File: src/hdl/clp_pkg.sv
/*
  Shared constants and types for the copper link power control block.
  Assumes a 100 MHz system clock and a 16-bit register port.
*/
package clp_pkg;
  // Timing
  localparam int          CLK_NS = 10;
  localparam int          MS_NS  = 1000000;
  localparam logic [16:0] MS_CYC = 17'(MS_NS / CLK_NS);

  // Register port
  localparam int         AW     = 3;
  localparam int         DW     = 16;
  localparam logic [2:0] A_CTRL = 3'h0;
  localparam logic [2:0] A_TSEL = 3'h1;
  localparam logic [2:0] A_STAT = 3'h2;
  localparam logic [2:0] A_FLAG = 3'h3;

  // Control register fields
  localparam int         CTRL_W   = 10;
  localparam int         C_AN     = 0;
  localparam int         C_XAUTO  = 1;
  localparam int         C_POL    = 2;
  localparam int         C_XFDIS  = 3;
  localparam int         C_OVR    = 4;
  localparam int         C_TE10   = 6;
  localparam int         C_EEE    = 7;
  localparam int         C_DET    = 8;
  localparam int         C_PM     = 9;
  localparam logic [9:0] CTRL_RST = 10'h00F;

  // Timer select fields
  localparam int         TSEL_W   = 6;
  localparam int         T_SLP    = 0;
  localparam int         T_WAK    = 2;
  localparam int         T_LTO    = 4;
  localparam logic [5:0] TSEL_RST = 6'h01;

  // Status field positions
  localparam int S_XOV = 0;
  localparam int S_POLC = 1;
  localparam int S_DST = 2;
  localparam int S_LINK = 4;
  localparam int S_PM = 5;
  localparam int S_LPI = 8;

  // Media pin inputs, in synchroniser order
  localparam int P_W    = 5;
  localparam int P_NRG  = 0;
  localparam int P_LOOP = 1;
  localparam int P_LINK = 2;
  localparam int P_XOV  = 3;
  localparam int P_POL  = 4;

  localparam logic [1:0] OVR_STRAIGHT = 2'h2;
  localparam logic [1:0] OVR_CROSS    = 2'h3;
  localparam logic [1:0] DST_SRCH     = 2'h0;
  localparam logic [1:0] DST_PWR      = 2'h1;
  localparam logic [1:0] DST_NONE     = 2'h2;

  // Durations in ms, indexed by two-bit select codes
  localparam logic [3:0][15:0] SLEEP_MS =
    {16'h0FA0, 16'h0BB8, 16'h07D0, 16'h03E8};
  localparam logic [3:0][15:0] WAKE_MS =
    {16'h0320, 16'h0190, 16'h00C8, 16'h0064};
  localparam logic [3:0][15:0] LTO_MS =
    {16'h0FA0, 16'h0BB8, 16'h07D0, 16'h03E8};
  localparam logic [15:0] RND_LO_MS    = 16'h0050;
  localparam logic [7:0]  RND_SPAN     = 8'h8D;
  localparam logic [15:0] DET_MS       = 16'h01F4;
  localparam logic [5:0]  BURST_GAP_MS = 6'h20;
  localparam logic [1:0]  BURSTS       = 2'h3;
  localparam logic [7:0]  LFSR_SEED    = 8'hA5;

  typedef enum logic [3:0] {
    DET_OFF  = 4'h1,
    DET_SRCH = 4'h2,
    DET_FND  = 4'h4,
    DET_NORM = 4'h8
  } clp_det_t;

  typedef enum logic [2:0] {
    PM_LOW  = 3'h1,
    PM_WAKE = 3'h2,
    PM_NORM = 3'h4
  } clp_pm_t;
endpackage

File: src/hdl/clp_tmr_if.sv
/*
  Millisecond timer carrier between control logic and a timer.
  Assumes one driver per side, all on the system clock.
*/
`timescale 1ns/10ps
interface clp_tmr_if;
  logic        ld;
  logic [15:0] val;
  logic        tick;
  logic        done;
  modport ctl (output ld, output val, output tick, input done);
  modport tmr (input ld, input val, input tick, output done);
endinterface

File: src/hdl/clp_top.sv
/*
  Copper link power control: crossover and polarity selection,
  low-amplitude 10M and low-power-idle enables, inline-power partner
  detection and the automatic power management state machine.
  Assumes media status pins from the analog front end, speed and idle
  requests from same-clock logic, and a simple register port.
*/
// Our own choices: the plain strobed port and the register addresses.
// Behaviour
// RL1: Auto crossover and polarity on after reset.
// RL2: Crossover and polarity state readable.
// RL3: Auto crossover allowed with negotiation off.
// RL4: Crossed mode swaps both pair groups.
// RL5: Override 10 straight, 11 crossed, 00 auto.
// RL6: Low-amplitude 10M when enable bit set.
// RL7: Low-power idle at 100M between bursts.
// RL8: Software enables detection with negotiation on.
// RL9: Detection status reads 00 while searching.
// RL10: Looped pulses set status 01.
// RL11: Detection sets flag; read clears it.
// RL12: No loopback within limit gives status 10.
// RL13: Status 10 ends detection, starts negotiation.
// RL14: Link failure returns to detection.
// RL15: Host switch applies and removes port power; this block has no port power switch.
// RL16: Power management follows its enable bit.
// RL17: Alternate low power and wake-up without energy.
// RL18: Energy enters normal; link loss times out.
// RL19: Power management starts in low power; here it is off at reset and, once enabled, starts in normal.
// RL20: Forced speed: once normal, stay normal.
// RL21: Negotiation off in normal: no return.
// RL22: Low power: blocks down, registers alive.
// RL23: Sleep time selectable, randomised -80..+60 ms.
// RL24: Wake-up: three bursts on alternating pairs.
// RL25: Link status timeout selectable.
`timescale 1ns/10ps
module clp_top #(
  parameter logic [16:0] MS_CYC_P = clp_pkg::MS_CYC
) (
  input  wire logic                   clk,
  input  wire logic                   rst_n,
  input  wire logic                   ce,
  input  wire logic [clp_pkg::AW-1:0] reg_addr,
  input  wire logic [clp_pkg::DW-1:0] reg_wdata,
  input  wire logic                   reg_wr,
  input  wire logic                   reg_rd,
  output logic      [clp_pkg::DW-1:0] reg_rdata,
  input  wire logic                   energy_pin,
  input  wire logic                   flp_loop_pin,
  input  wire logic                   link_pin,
  input  wire logic                   xover_pin,
  input  wire logic                   pol_pin,
  input  wire logic                   speed_100,
  input  wire logic                   tx_lpi_req,
  output logic                        mdi_crossed,
  output logic                        pol_correct,
  output logic                        lowamp_10,
  output logic                        lpi_active,
  output logic                        flp_search_tx,
  output logic                        an_run,
  output logic                        power_down,
  output logic                        flp_burst,
  output logic                        wake_pair_b,
  output logic                        det_irq
);
  import clp_pkg::*;

  typedef struct packed {
    logic [CTRL_W-1:0] ctrl;
    logic [TSEL_W-1:0] tsel;
    logic              crossed;
    logic              polc;
    clp_det_t          det;
    logic [1:0]        dstat;
    logic              dflag;
    logic              link_q;
    logic              srch;
    clp_pm_t           pm;
    logic              fresh;
    logic              lock;
    logic [1:0]        burst_n;
    logic [5:0]        burst_ms;
    logic              pair_b;
    logic              burst;
    logic [16:0]       ms_cnt;
    logic [7:0]        lfsr;
    logic [DW-1:0]     rdata;
    logic              lpi;
    logic              an_run;
    logic              pdown;
  } clp_top_st_t;

  localparam clp_top_st_t ST_RST = '{
    ctrl: CTRL_RST, tsel: TSEL_RST, det: DET_OFF, pm: PM_LOW,
    fresh: 1'b1, lfsr: LFSR_SEED, default: '0};

  clp_top_st_t    st_q;
  clp_top_st_t    st_d;
  logic [P_W-1:0] pin_s;
  logic           tick;
  logic [7:0]     rnd;
  logic [15:0]    slp_val;
  logic [15:0]    wake_val;
  logic [15:0]    lto_val;
  logic           an_en;
  logic           det_on;
  logic           auto_ok;
  logic           det_evt;
  logic           flag_rd;

  clp_tmr_if pm_t ();
  clp_tmr_if det_t ();

  clp_sync #(.W(P_W)) u_sync (
    .clk   (clk),
    .rst_n (rst_n),
    .ce    (ce),
    .d     ({pol_pin, xover_pin, link_pin, flp_loop_pin, energy_pin}),
    .q     (pin_s)
  );

  clp_timer u_pm_tmr (
    .clk   (clk),
    .rst_n (rst_n),
    .ce    (ce),
    .t     (pm_t.tmr)
  );

  clp_timer u_det_tmr (
    .clk   (clk),
    .rst_n (rst_n),
    .ce    (ce),
    .t     (det_t.tmr)
  );

  assign tick    = st_q.ms_cnt == MS_CYC_P - 17'h00001;
  assign an_en   = st_q.ctrl[C_AN];
  assign det_on  = st_q.ctrl[C_DET] && an_en;
  assign flag_rd = reg_rd && reg_addr == A_FLAG;
  // Fold the LFSR into 0..140 ms; slight bias traded for no divider
  assign rnd     = (st_q.lfsr >= RND_SPAN) ? st_q.lfsr - RND_SPAN
                                           : st_q.lfsr;
  assign slp_val = SLEEP_MS[st_q.tsel[T_SLP+:2]] - RND_LO_MS
                   + {8'h00, rnd}; // [RL23]
  assign wake_val = WAKE_MS[st_q.tsel[T_WAK+:2]]; // [RL24]
  assign lto_val  = LTO_MS[st_q.tsel[T_LTO+:2]]; // [RL25]
  assign auto_ok  = st_q.ctrl[C_XAUTO]
                    && (an_en || !st_q.ctrl[C_XFDIS]); // [RL3]

  always_comb begin
    st_d         = st_q;
    det_evt      = 1'b0;
    pm_t.ld      = 1'b0;
    pm_t.val     = lto_val;
    pm_t.tick    = tick;
    det_t.ld     = 1'b0;
    det_t.val    = DET_MS;
    det_t.tick   = tick;
    st_d.ms_cnt  = tick ? 17'h00000 : st_q.ms_cnt + 17'h00001;
    st_d.lfsr    = {st_q.lfsr[6:0], st_q.lfsr[7] ^ st_q.lfsr[5]
                    ^ st_q.lfsr[4] ^ st_q.lfsr[3]};
    st_d.link_q  = pin_s[P_LINK];

    if (reg_wr) begin
      case (reg_addr)
        A_CTRL: st_d.ctrl = reg_wdata[CTRL_W-1:0]; // [RL1]
        A_TSEL: st_d.tsel = reg_wdata[TSEL_W-1:0];
        default: ;
      endcase
    end

    // Crossed: TX on 3,6 and RX on 1,2; 4,5 trade with 7,8
    case (st_q.ctrl[C_OVR+:2])
      OVR_STRAIGHT: st_d.crossed = 1'b0; // [RL5]
      OVR_CROSS:    st_d.crossed = 1'b1; // [RL5] [RL4]
      default:      st_d.crossed = auto_ok && pin_s[P_XOV]; // [RL3]
    endcase
    st_d.polc = st_q.ctrl[C_POL] && pin_s[P_POL];

    // Inline-power partner detection
    case (st_q.det)
      DET_OFF: begin
        st_d.dstat = DST_SRCH;
        if (det_on) begin // [RL8]
          st_d.det = DET_SRCH;
          det_t.ld = 1'b1;
        end
      end
      DET_SRCH, DET_FND: begin
        if (!det_on) begin
          st_d.det = DET_OFF;
        end else if (pin_s[P_LOOP]) begin
          st_d.det   = DET_FND;
          st_d.dstat = DST_PWR; // [RL10]
          // First echo only, so a read can withdraw the request
          det_evt    = st_q.det == DET_SRCH; // [RL11]
          det_t.ld   = 1'b1;
        end else if (det_t.done) begin
          st_d.det   = DET_NORM; // [RL13]
          st_d.dstat = DST_NONE; // [RL12]
        end
      end
      DET_NORM: begin
        if (!det_on) begin
          st_d.det = DET_OFF;
        end else if (st_q.link_q && !pin_s[P_LINK]) begin
          st_d.det   = DET_SRCH; // [RL14]
          st_d.dstat = DST_SRCH; // [RL9]
          det_t.ld   = 1'b1;
        end
      end
      default: st_d.det = DET_OFF;
    endcase
    // Set wins over the clear-on-read
    st_d.dflag = det_evt || (st_q.dflag && !flag_rd); // [RL11]
    st_d.srch  = st_d.det == DET_SRCH || st_d.det == DET_FND;
    st_d.an_run = st_d.ctrl[C_AN] && !st_d.srch; // [RL13]

    // Power management
    if (!st_q.ctrl[C_PM]) begin
      st_d.pm    = PM_NORM; // [RL16]
      st_d.lock  = !an_en;
      st_d.fresh = 1'b0;
      pm_t.ld    = 1'b1;
    end else begin
      case (st_q.pm)
        PM_LOW: begin
          if (st_q.fresh) begin
            st_d.fresh = 1'b0; // [RL19]
            pm_t.ld    = 1'b1;
            pm_t.val   = slp_val;
          end else if (pin_s[P_NRG]) begin
            st_d.pm   = PM_NORM; // [RL18]
            st_d.lock = !an_en; // [RL20]
            pm_t.ld   = 1'b1;
          end else if (pm_t.done) begin
            st_d.pm       = PM_WAKE; // [RL17]
            st_d.burst_n  = 2'h0;
            st_d.burst_ms = 6'h00;
            pm_t.ld       = 1'b1;
            pm_t.val      = wake_val;
          end
        end
        PM_WAKE: begin
          if (pin_s[P_NRG]) begin
            st_d.pm   = PM_NORM; // [RL18]
            st_d.lock = !an_en;
            pm_t.ld   = 1'b1;
          end else if (pm_t.done) begin
            st_d.pm  = PM_LOW; // [RL17] [RL24]
            pm_t.ld  = 1'b1;
            pm_t.val = slp_val;
          end else if (tick) begin
            st_d.burst_ms = st_q.burst_ms + 6'h01;
            if (st_q.burst_ms == BURST_GAP_MS - 6'h01) begin
              st_d.burst_ms = 6'h00;
              if (st_q.burst_n != BURSTS) begin
                st_d.burst_n = st_q.burst_n + 2'h1; // [RL24]
                st_d.pair_b  = !st_q.pair_b;
              end
            end
          end
        end
        PM_NORM: begin
          st_d.lock = st_q.lock || !an_en; // [RL21]
          // Link up keeps the timeout primed; it runs only when down
          if (st_d.lock) begin
            st_d.pm = PM_NORM; // [RL20]
          end else if (pin_s[P_LINK]) begin
            pm_t.ld = 1'b1; // [RL25]
          end else if (pm_t.done) begin
            st_d.pm  = PM_LOW; // [RL18]
            pm_t.ld  = 1'b1;
            pm_t.val = slp_val;
          end
        end
        default: st_d.pm = PM_LOW;
      endcase
    end
    st_d.pdown = st_d.pm == PM_LOW; // [RL22]
    st_d.burst = st_d.pm == PM_WAKE && st_d.burst_n != BURSTS; // [RL24]
    st_d.lpi   = st_q.ctrl[C_EEE] && speed_100 && pin_s[P_LINK]
                 && tx_lpi_req && st_q.pm == PM_NORM; // [RL7]

    // Register reads stay alive in every power state
    st_d.rdata = '0;
    if (reg_rd) begin
      case (reg_addr)
        A_CTRL: st_d.rdata = DW'(st_q.ctrl);
        A_TSEL: st_d.rdata = DW'(st_q.tsel);
        A_STAT: begin
          st_d.rdata[S_XOV]     = st_q.crossed; // [RL2]
          st_d.rdata[S_POLC]    = st_q.polc; // [RL2]
          st_d.rdata[S_DST+:2]  = st_q.dstat; // [RL9]
          st_d.rdata[S_LINK]    = pin_s[P_LINK];
          st_d.rdata[S_PM+:3]   = st_q.pm;
          st_d.rdata[S_LPI]     = st_q.lpi;
        end
        A_FLAG: st_d.rdata[0] = st_q.dflag;
        default: st_d.rdata = '0;
      endcase
    end
  end

  always_ff @(posedge clk) begin
    if (!rst_n) begin
      st_q <= ST_RST; // [RL1] [RL19]
    end else if (ce) begin
      st_q <= st_d;
    end
  end

  assign reg_rdata     = st_q.rdata;
  assign mdi_crossed   = st_q.crossed;
  assign pol_correct   = st_q.polc;
  assign lowamp_10     = st_q.ctrl[C_TE10]; // [RL6]
  assign lpi_active    = st_q.lpi;
  assign flp_search_tx = st_q.srch; // [RL8]
  assign an_run        = st_q.an_run;
  assign power_down    = st_q.pdown;
  assign flp_burst     = st_q.burst;
  assign wake_pair_b   = st_q.pair_b;
  assign det_irq       = st_q.dflag; // [RL11]
endmodule

File: src/hdl/clp_sync.sv
/*
  Two-flop synchroniser for a group of asynchronous pin levels.
  Assumes the levels are quasi-static; no bus coherency is kept.
*/
`timescale 1ns/10ps
module clp_sync #(
  parameter int W = 1
) (
  input  wire logic         clk,
  input  wire logic         rst_n,
  input  wire logic         ce,
  input  wire logic [W-1:0] d,
  output logic      [W-1:0] q
);
  typedef struct packed {
    logic [W-1:0] s1;
    logic [W-1:0] s2;
  } clp_sync_st_t;

  clp_sync_st_t st_q;
  clp_sync_st_t st_d;

  always_comb begin
    st_d    = st_q;
    st_d.s1 = d;
    st_d.s2 = st_q.s1;
  end

  always_ff @(posedge clk) begin
    if (!rst_n) begin
      st_q <= '0;
    end else if (ce) begin
      st_q <= st_d;
    end
  end

  assign q = st_q.s2;
endmodule

File: src/hdl/clp_timer.sv
/*
  Down-counter of millisecond ticks with a load strobe.
  Assumes the tick pulse and load come from the same clock.
*/
`timescale 1ns/10ps
module clp_timer (
  input wire logic clk,
  input wire logic rst_n,
  input wire logic ce,
  clp_tmr_if.tmr   t
);
  typedef struct packed {
    logic [15:0] cnt;
    logic        armed;
  } clp_tmr_st_t;

  clp_tmr_st_t st_q;
  clp_tmr_st_t st_d;

  always_comb begin
    st_d = st_q;
    if (t.ld) begin
      st_d.cnt   = t.val;
      st_d.armed = 1'b1;
    end else if (t.tick && st_q.cnt != 16'h0000) begin
      st_d.cnt = st_q.cnt - 16'h0001;
    end
  end

  always_ff @(posedge clk) begin
    if (!rst_n) begin
      st_q <= '0;
    end else if (ce) begin
      st_q <= st_d;
    end
  end

  // Unarmed after reset so a stale zero never reads as expiry
  assign t.done = st_q.armed && (st_q.cnt == 16'h0000);
endmodule

File: config.mk
export PLATFORM = sky130hd
export DESIGN_NAME = clp_top
export DESIGN_NICKNAME = d
export VERILOG_FILES = /design/src/hdl/clp_pkg.sv /design/src/hdl/clp_tmr_if.sv /design/src/hdl/clp_top.sv /design/src/hdl/clp_sync.sv /design/src/hdl/clp_timer.sv
export SDC_FILE = /design/constraint.sdc
export NUM_CORES = 1
export LEC_CHECK = 0
export BUFFER_PORTS_ARGS = -buffer_cell sky130_fd_sc_hd__buf_2
export CAP_MARGIN = 40
export CORE_ASPECT_RATIO = 0.9
export CORE_MARGIN = 5
export CORE_UTILIZATION = 32
export CTS_BUF_LIST = sky130_fd_sc_hd__clkbuf_16
export DETAILED_ROUTE_END_ITERATION = 8
export PLACE_DENSITY_LB_ADDON = 0.3
export SETUP_SLACK_MARGIN = 0.15
export SYNTH_ARGS = -nofsm -noshare
export SYNTH_HDL_FRONTEND = slang
export SYNTH_SLANG_ARGS = --single-unit
File: constraint.sdc
create_clock -name clk -period 4.1 [get_ports clk]
set_clock_uncertainty 0.2 [all_clocks]
set_input_delay 0 -clock clk [delete_from_list [all_inputs] [get_ports clk]]
set_output_delay 0 -clock clk [all_outputs]
set_load 0.02 [all_outputs]
==> metrics.log, run 1 <==
[metrics] run status: complete, no violations
[metrics] Synth Flop Type: sky130_fd_sc_hd__dfxtp_1
[metrics] post-CTS setup buffer count: 0
[metrics] Max Slew Vio Count: 0
[metrics] Slew Limit Headroom: 43.4%
[metrics] clock buffer depth: 2
[metrics] share of final-layout standard cells stronger than drive strength 1: 12.5%
[metrics] final worst-path setup slack: 494 ps
[metrics] Initial Utilization: 32.5%
[metrics] Worst Path Max Fanout: 4
[metrics] fraction of met3 tracks used by global routing: 3.18%
[metrics] count of input and output buffers: 44
[metrics] post-detailed-route wirelength per cell: 15.4 µm
[metrics] ratio of routed vias to standard cells: 5.27
[metrics] routability congestion estimate from global placement: 0.841
[metrics] antenna cells: 0
[metrics] number of sinks handled by clock tree synthesis: 124
[metrics] dominant cells by area after synthesis: sky130_fd_sc_hd__dfxtp_1, sky130_fd_sc_hd__nor2_1, sky130_fd_sc_hd__a21oi_1
[metrics] met1 Resource Use GR: 20.2%
[metrics] detailed-routing iteration count for the pre-antenna-repair pass: 5
[metrics] clock tree root buffer cell: sky130_fd_sc_hd__clkbuf_16
[metrics] portion of the post-synthesis area used by sequential elements: 34.0%
[metrics] number of synthesized flops with an enable pin: 0
[metrics] area occupied by registers: 0.00248 mm²
[metrics] DRC errors left: 0
[metrics] final period utilization: 87.9%
[metrics] Setup violations, final: 0
[metrics] syn_area_per_cell: 8.02 µm²
[metrics] setup repair after global routing missed its margin: false
[metrics] Worst-Skew Late Latency: 430 ps
[metrics] Placed Instance Area: 0.00768 mm²
[metrics] number of buffers created by CTS: 17
[metrics] upper clock frequency limit: 0.277 GHz
[metrics] width of the chip: 169 µm
[metrics] global route overflow: 0
[metrics] CTS clk-pin slew, worst paths: 60 ps
[metrics] Power per Cell Area: 379 mW/mm²
[metrics] setup tns final: 0 ps
[metrics] area share of the largest cell type after synthesis: 34.0%
[metrics] required time worst endpoint: 4250 ps
[metrics] DR vias: 6,666
[metrics] CTS tree: yes
[metrics] y dimension of the die: 153 µm
[metrics] crit path DAT: 3760 ps
[metrics] number of nets with antenna violations after routing: 0
[metrics] cell type contributing the most total cell area after synthesis: sky130_fd_sc_hd__dfxtp_1
[metrics] minimum period implied by the final worst setup slack: 3610 ps
[metrics] std cell rows: 52
[metrics] Max rail drop VDD: 0.293 mV
[metrics] vias in the first global route: 6,290
[metrics] pin slew with the least headroom to its limit: 850 ps
[metrics] wire length of the first global-routing pass: 32.1 mm
[metrics] area of combinational cells with multiple inputs: 0.00435 mm²
[metrics] maximum capacitance violations: 0
[metrics] number of instances in the synthesized netlist: 911
[metrics] largest net degree at the start of global routing: 73
[metrics] post-place setup slack: 427 ps
[metrics] busiest layer in global routing: met2
[metrics] total standard cell area after synthesis: 0.00731 mm²
[metrics] critical path type: flop to flop
[metrics] filler cell count in the final layout: 2,367
[metrics] CTS H-tree lvls: 4
[metrics] Die ar.: 0.0260 mm²
[metrics] number of unique standard cell types used by synthesis: 83
[metrics] P_leak: 0.00327 µW
[metrics] share of synthesized registers carrying an async set or reset: 0%
[metrics] Layout Area Growth over Synthesis: 17.7%
[metrics] Setup crit start kind: flop
[metrics] final hold violations: 0
[metrics] Worst Hold Class: input pin to flop
[metrics] finished layout cell area: 0.00861 mm²
[metrics] Detail Placement HPWL: 13.5 mm
[metrics] antenna violations before repair: 0
[metrics] Core Region: 0.0225 mm²
[metrics] synthesis warning total: 0
[metrics] CP Capture Type: flop
[metrics] smallest hold slack: 44.6 ps
[metrics] flops & latches, synth: 124
[metrics] boundary pin count: 57
[metrics] Detailed Route Iter0 Violations: 365
[metrics] net total in the final layout: 1,013
[metrics] met2 capacity usage during global routing: 24.2%
[metrics] GRT Util Overall: 14.9%
[metrics] Total Routed Length: 19.5 mm
power breakdown:
part,internal (µW),leakage (µW),switching (µW),total (µW)
sequential,1240,0.00101,39.4,1280
combinational,159,0.00196,227,387
clock,1010,0.000297,581,1600
sequential cells by signal, summed over array words and instances, names as in the netlist:
| signal | count |
|---|---|
| an_en | 1 |
| an_run | 1 |
| det_irq | 1 |
| flp_burst | 1 |
| flp_search_tx | 1 |
| lowamp_10 | 1 |
| lpi_active | 1 |
| mdi_crossed | 1 |
| pol_correct | 1 |
| power_down | 1 |
| reg_rdata | 10 |
| st_d | 7 |
| st_q | 52 |
| u_det_tmr.st_q | 17 |
| u_pm_tmr.st_q | 17 |
| u_sync.q | 5 |
| u_sync.st_d | 5 |
| wake_pair_b | 1 |
per-layer routing:
metal / routed length [µm] / vias to the layer above
met4: 257 / 0
met2: 8790 / 146
met1: 9600 / 3143
met3: 808 / 23
met5: 0 / -
li1: - / 3354
cells in the mapped netlist (10+ instances only):
| cell | instances |
|---|---|
| sky130_fd_sc_hd__ha_1 | 25 |
| sky130_fd_sc_hd__clkbuf_1 | 36 |
| sky130_fd_sc_hd__nor2_1 | 112 |
| sky130_fd_sc_hd__or3_1 | 10 |
| sky130_fd_sc_hd__o211ai_1 | 13 |
| sky130_fd_sc_hd__and3_1 | 10 |
| sky130_fd_sc_hd__xnor2_1 | 23 |
| sky130_fd_sc_hd__mux2i_1 | 34 |
| sky130_fd_sc_hd__o21ai_0 | 39 |
| sky130_fd_sc_hd__xor2_1 | 20 |
| sky130_fd_sc_hd__nand2b_1 | 10 |
| sky130_fd_sc_hd__nand4_1 | 10 |
| sky130_fd_sc_hd__o31ai_1 | 11 |
| sky130_fd_sc_hd__a31oi_1 | 11 |
| sky130_fd_sc_hd__a21oi_1 | 79 |
| sky130_fd_sc_hd__buf_4 | 16 |
| sky130_fd_sc_hd__nand3_1 | 32 |
| sky130_fd_sc_hd__nor3_1 | 26 |
| sky130_fd_sc_hd__dfxtp_1 | 124 |
| sky130_fd_sc_hd__nor4_1 | 13 |
| sky130_fd_sc_hd__inv_1 | 34 |
| sky130_fd_sc_hd__nand2_1 | 76 |
worst max-delay path, stage by stage, from the launching register on:
cell and delay, ps:
sky130_fd_sc_hd__dfxtp_1 380, sky130_fd_sc_hd__inv_1 100, sky130_fd_sc_hd__ha_1 230, sky130_fd_sc_hd__nor2b_1 150, sky130_fd_sc_hd__o21ai_1 150, sky130_fd_sc_hd__and2_0 160, sky130_fd_sc_hd__o21ai_0 130, sky130_fd_sc_hd__nor3_1 200
sky130_fd_sc_hd__xor2_1 180, sky130_fd_sc_hd__ha_1 250, sky130_fd_sc_hd__ha_1 350, sky130_fd_sc_hd__a21oi_1 180, sky130_fd_sc_hd__a21oi_1 140, sky130_fd_sc_hd__o21ai_0 180, sky130_fd_sc_hd__o311ai_0 150, sky130_fd_sc_hd__a32o_1 280
sky130_fd_sc_hd__a21oi_1 130
placed cells by master (no fill, tap or decap), drive strengths merged, types with 13 or more instances in the layout:
cell type    instances
nor4                15
xor2                20
clkbuf              17
nor2               112
xnor2               23
a21oi               80
o21ai               41
ha                  25
buf                 59
nand3               32
or3                 13
inv                 35
nand2               76
dfxtp              124
dlygate4sd3         30
mux2i               34
nor3                26
o211ai              13
per-stage QoR:
step / utilization, % / power [µW] / cells
finish: 38.2 / 3260 / 1266
detailed placement: 34.1 / 1660 / 1204
floorplan: - / 1580 / 916
global placement: 34.0 / 1660 / 1201
global route: 38.2 / 3400 / 1266
CTS: 38.2 / 3280 / 1266
cell type report:
class | count | area share, %
sequential | 124 | 28.8
clock inverter | 15 | 2.28
multi-input combinational | 689 | 50.6
clock buffer | 17 | 4.94
inverter | 34 | 1.48
timing repair buffer | 90 | 7.57
tap | 297 | 4.32
final timing paths:
check               startpoint          endpoint  slack (ps)  cells past startpoint
hold reg to reg   reg_rdata[9]      reg_rdata[9]         260                      2
setup / recovery      st_d[20]  u_pm_tmr.st_q[8]         490                     16
hold / removal     reg_addr[1]      reg_rdata[6]          40                      5
setup reg to reg      st_d[20]  u_pm_tmr.st_q[8]         490                     16
cells by family (layout without fill, tap and decap cells):
family | after synthesis | after routing | synth area share [%]
and+or+nand+nor | 354 | 354 | 24.6
adders and majority gates | 26 | 26 | 4.55
xor gates and xnor gates | 43 | 43 | 5.15
other | 1 | 6 | 0.0513
buffers and inverters | 103 | 156 | 6.83
DFF | 124 | 124 | 34.0
AOI/OAI and AO/OA | 224 | 224 | 19.8
muxes | 36 | 36 | 5.12
repair_timing:
action                                  in CTS  in global routing
gates resized for setup                      0                  2
hold buffers                                30                  0
hold endpoints to repair                    41                  0
endpoints found under the setup margin       0                  3
(Power assumes the default switching activity.)
==> run 2: changes to the inputs <==
--- a/config.mk
+++ b/config.mk
@@ -13,6 +13,7 @@
 export CTS_BUF_LIST = sky130_fd_sc_hd__clkbuf_16
 export DETAILED_ROUTE_END_ITERATION = 8
 export PLACE_DENSITY_LB_ADDON = 0.3
+export RECOVER_POWER = 25
 export SETUP_SLACK_MARGIN = 0.15
 export SYNTH_ARGS = -nofsm -noshare
 export SYNTH_HDL_FRONTEND = slang
==> run 2 against run 1 <==
  * Hold slack improved by 1.7 ps
  * Sequential power barely moved
  * Final area fell by 0.54%
  * Utilization fell by 0.21 points
  * The flow now finishes with violations (capacitance limit, slew limit)
  * Sequential share of layout area rose by 0.16 points
  * Critical endpoint is now st_q[77]
  * Largest cell class unchanged
==> metrics.log, run 2 (synthesized netlist as in run 1, its figures left out) <==
[metrics] run status: finished with violations
[metrics] failing checks: capacitance limit, slew limit
[metrics] library cell contributing the largest single delay on the critical path: sky130_fd_sc_hd__clkbuf_2
[metrics] setup tns final: 0 ps (unchanged)
[metrics] number of buffers created by CTS: 17 (unchanged)
[metrics] net total in the final layout: 1,013 (unchanged)
[metrics] final hold violations: 0 (unchanged)
[metrics] P_leak: 0.00317 µW (-3.0%)
[metrics] commonest cells after routing, fill and taps aside: sky130_fd_sc_hd__dfxtp_1, sky130_fd_sc_hd__nor2_1, sky130_fd_sc_hd__a21oi_1
[metrics] buffers and inverters on the worst path: 4 (+3)
[metrics] Total Routed Length: 19.4 mm (about the same)
[metrics] global route overflow: 0 (unchanged)
[metrics] Layout Area Growth over Synthesis: 17.1%
[metrics] boundary pin count: 57 (unchanged)
[metrics] Slew Limit Headroom: -35.0% (-78 points)
[metrics] ratio of routed vias to standard cells: 5.27 (+0.17%)
[metrics] instance count after placement with tap cells included: 1,204 (unchanged)
[metrics] Setup violations, final: 0 (unchanged)
[metrics] register with the most flip-flops: st_q
[metrics] routability congestion estimate from global placement: 0.841 (unchanged)
[metrics] Max Slew Vio Count: 112 (+112)
[metrics] finished layout cell area: 0.00856 mm² (-0.54%)
[metrics] clock tree root buffer cell: sky130_fd_sc_hd__clkbuf_16
[metrics] antenna violations before repair: 0 (unchanged)
[metrics] max reg flops: 52 (unchanged)
[metrics] Worst Path Max Fanout: 72 (+68)
[metrics] Placed Instance Area: 0.00768 mm² (unchanged)
[metrics] filler cell count in the final layout: 2,375 (+0.34%)
[metrics] DR vias: 6,677 (+0.17%)
[metrics] Worst-Skew Late Latency: 430 ps (about the same)
[metrics] std cell rows: 52 (unchanged)
[metrics] cells traversed along the worst timing path: dlygate4sd3_1, clkbuf_1, clkbuf_2, nand3_1, nand2_1, nand3_1, dlygate4sd3_1
[metrics] final period utilization: 89.5% (+1.5 points)
[metrics] clock buffer depth: 2 (unchanged)
[metrics] largest net degree at the start of global routing: 73 (unchanged)
[metrics] Core Region: 0.0225 mm² (unchanged)
[metrics] CP Capture Type: flop
[metrics] wire length of the first global-routing pass: 32.1 mm (unchanged)
[metrics] Initial Utilization: 32.5% (unchanged)
[metrics] Max rail drop VDD: 0.294 mV (+0.30%)
[metrics] maximum capacitance violations: 2 (+2)
[metrics] post-detailed-route wirelength per cell: 15.4 µm (about the same)
[metrics] share of the core filled with cells: 38.0% (-0.21 points)
[metrics] y dimension of the die: 153 µm (unchanged)
[metrics] Power per Cell Area: 380 mW/mm² (+0.45%)
[metrics] Worst Hold Class: input pin to flop
[metrics] setup repair after global routing missed its margin: false
[metrics] CTS tree: yes
[metrics] post-layout instance count excluding filler cells: 1,266 (unchanged)
[metrics] DRC errors left: 0 (unchanged)
[metrics] antenna cells: 0 (unchanged)
[metrics] CTS H-tree lvls: 4 (unchanged)
[metrics] pin slew with the least headroom to its limit: 2030 ps (+1180 ps)
[metrics] commonest non-fill, non-tap cell in the layout: sky130_fd_sc_hd__dfxtp_1
[metrics] minimum period implied by the final worst setup slack: 3670 ps (+63.1 ps)
[metrics] critical path type: input pin to flop
[metrics] GRT Util Overall: 14.9% (unchanged)
[metrics] number of nets with antenna violations after routing: 0 (unchanged)
[metrics] family of cells with the greatest summed delay on the critical path: buffers and inverters
[metrics] Setup crit start kind: input pin
[metrics] maximum single-stage delay on the critical path: 1290 ps (+910 ps)
[metrics] Detail Placement HPWL: 13.5 mm (unchanged)
[metrics] number of sinks handled by clock tree synthesis: 124 (unchanged)
[metrics] count of input and output buffers: 44 (unchanged)
[metrics] vias in the first global route: 6,290 (unchanged)
[metrics] width of the chip: 169 µm (unchanged)
[metrics] Die ar.: 0.0260 mm² (unchanged)
[metrics] largest registers: st_q x52, u_det_tmr.st_q x17, u_pm_tmr.st_q x17
[metrics] CTS clk-pin slew, worst paths: 60 ps (about the same)
[metrics] Detailed Route Iter0 Violations: 357 (-2.2%)
[metrics] detailed-routing iteration count for the pre-antenna-repair pass: 6 (+1)
[metrics] required time worst endpoint: 4210 ps (-40 ps)
[metrics] upper clock frequency limit: 0.273 GHz (-1.7%)
[metrics] crit path DAT: 3780 ps (+20 ps)
[metrics] share of final-layout standard cells stronger than drive strength 1: 10.0% (-2.5 points)
-- run 2: stage by stage --
step | total power (µW) | hold slack [ps] | setup WS [ps]
after floorplan | 1580 | -76.0 | 609
after global placement | 1660 | 34.7 | 483
after detailed placement | 1660 | 43.2 | 427
after CTS | 3280 | 34.1 | 409
after global routing | 3400 | 49.7 | 123
final | 3250 | 46.3 | 431
-- run 2: final timing paths --
path / from / cells after the start / endpoint / slack, ps
max: ce / 7 / st_q[77] / 430
max reg2reg: st_d[20] / 16 / u_pm_tmr.st_q[8] / 470
min reg2reg: reg_rdata[9] / 2 / reg_rdata[9] / 270
min: reg_addr[1] / 5 / reg_rdata[6] / 50
-- run 2: metal layers --
metal	global-route usage (%)	routed length, µm
met4	3.76	259
met5	0	0
met2	24.2	8830
met1	20.2	9580
met3	3.18	779
-- run 2: worst reg2reg max path: stages, from the launching register on --
cell	delay (ps)
sky130_fd_sc_hd__dfxtp_1	380
sky130_fd_sc_hd__inv_1	100
sky130_fd_sc_hd__ha_1	230
sky130_fd_sc_hd__nor2b_1	150
sky130_fd_sc_hd__o21ai_1	150
sky130_fd_sc_hd__and2_0	160
sky130_fd_sc_hd__o21ai_0	130
sky130_fd_sc_hd__nor3_1	200
sky130_fd_sc_hd__xor2_1	180
sky130_fd_sc_hd__ha_1	250
sky130_fd_sc_hd__ha_1	360
sky130_fd_sc_hd__a21oi_1	180
sky130_fd_sc_hd__a21oi_1	140
sky130_fd_sc_hd__o21ai_0	180
sky130_fd_sc_hd__o311ai_0	150
sky130_fd_sc_hd__a32o_1	280
sky130_fd_sc_hd__a21oi_1	130
-- run 2: layout make-up --
type / instances / area, µm² / area share (%)
inverter: 34 / 128 / 1.49
timing repair buffer: 90 / 606 / 7.07
clock buffer: 17 / 425 / 4.97
clock inverter: 15 / 196 / 2.29
sequential: 124 / 2480 / 29.0
tap: 297 / 372 / 4.34
multi-input combinational: 689 / 4350 / 50.8
-- run 2: what timing repair did --
| action | CTS | global route |
|---|---|---|
| setup buffers | 0 | 0 |
| hold buffers | 30 | 0 |
| resized for setup | 0 | 2 |
| endpoints found under the setup margin | 0 | 3 |
| hold endpoints to repair | 41 | 0 |
-- run 2: report_power, final --
part	internal [µW]	switching, µW	leakage [µW]
combinational	158	228	0.00187
sequential	1240	39.5	0.00101
clock	1010	579	0.000297
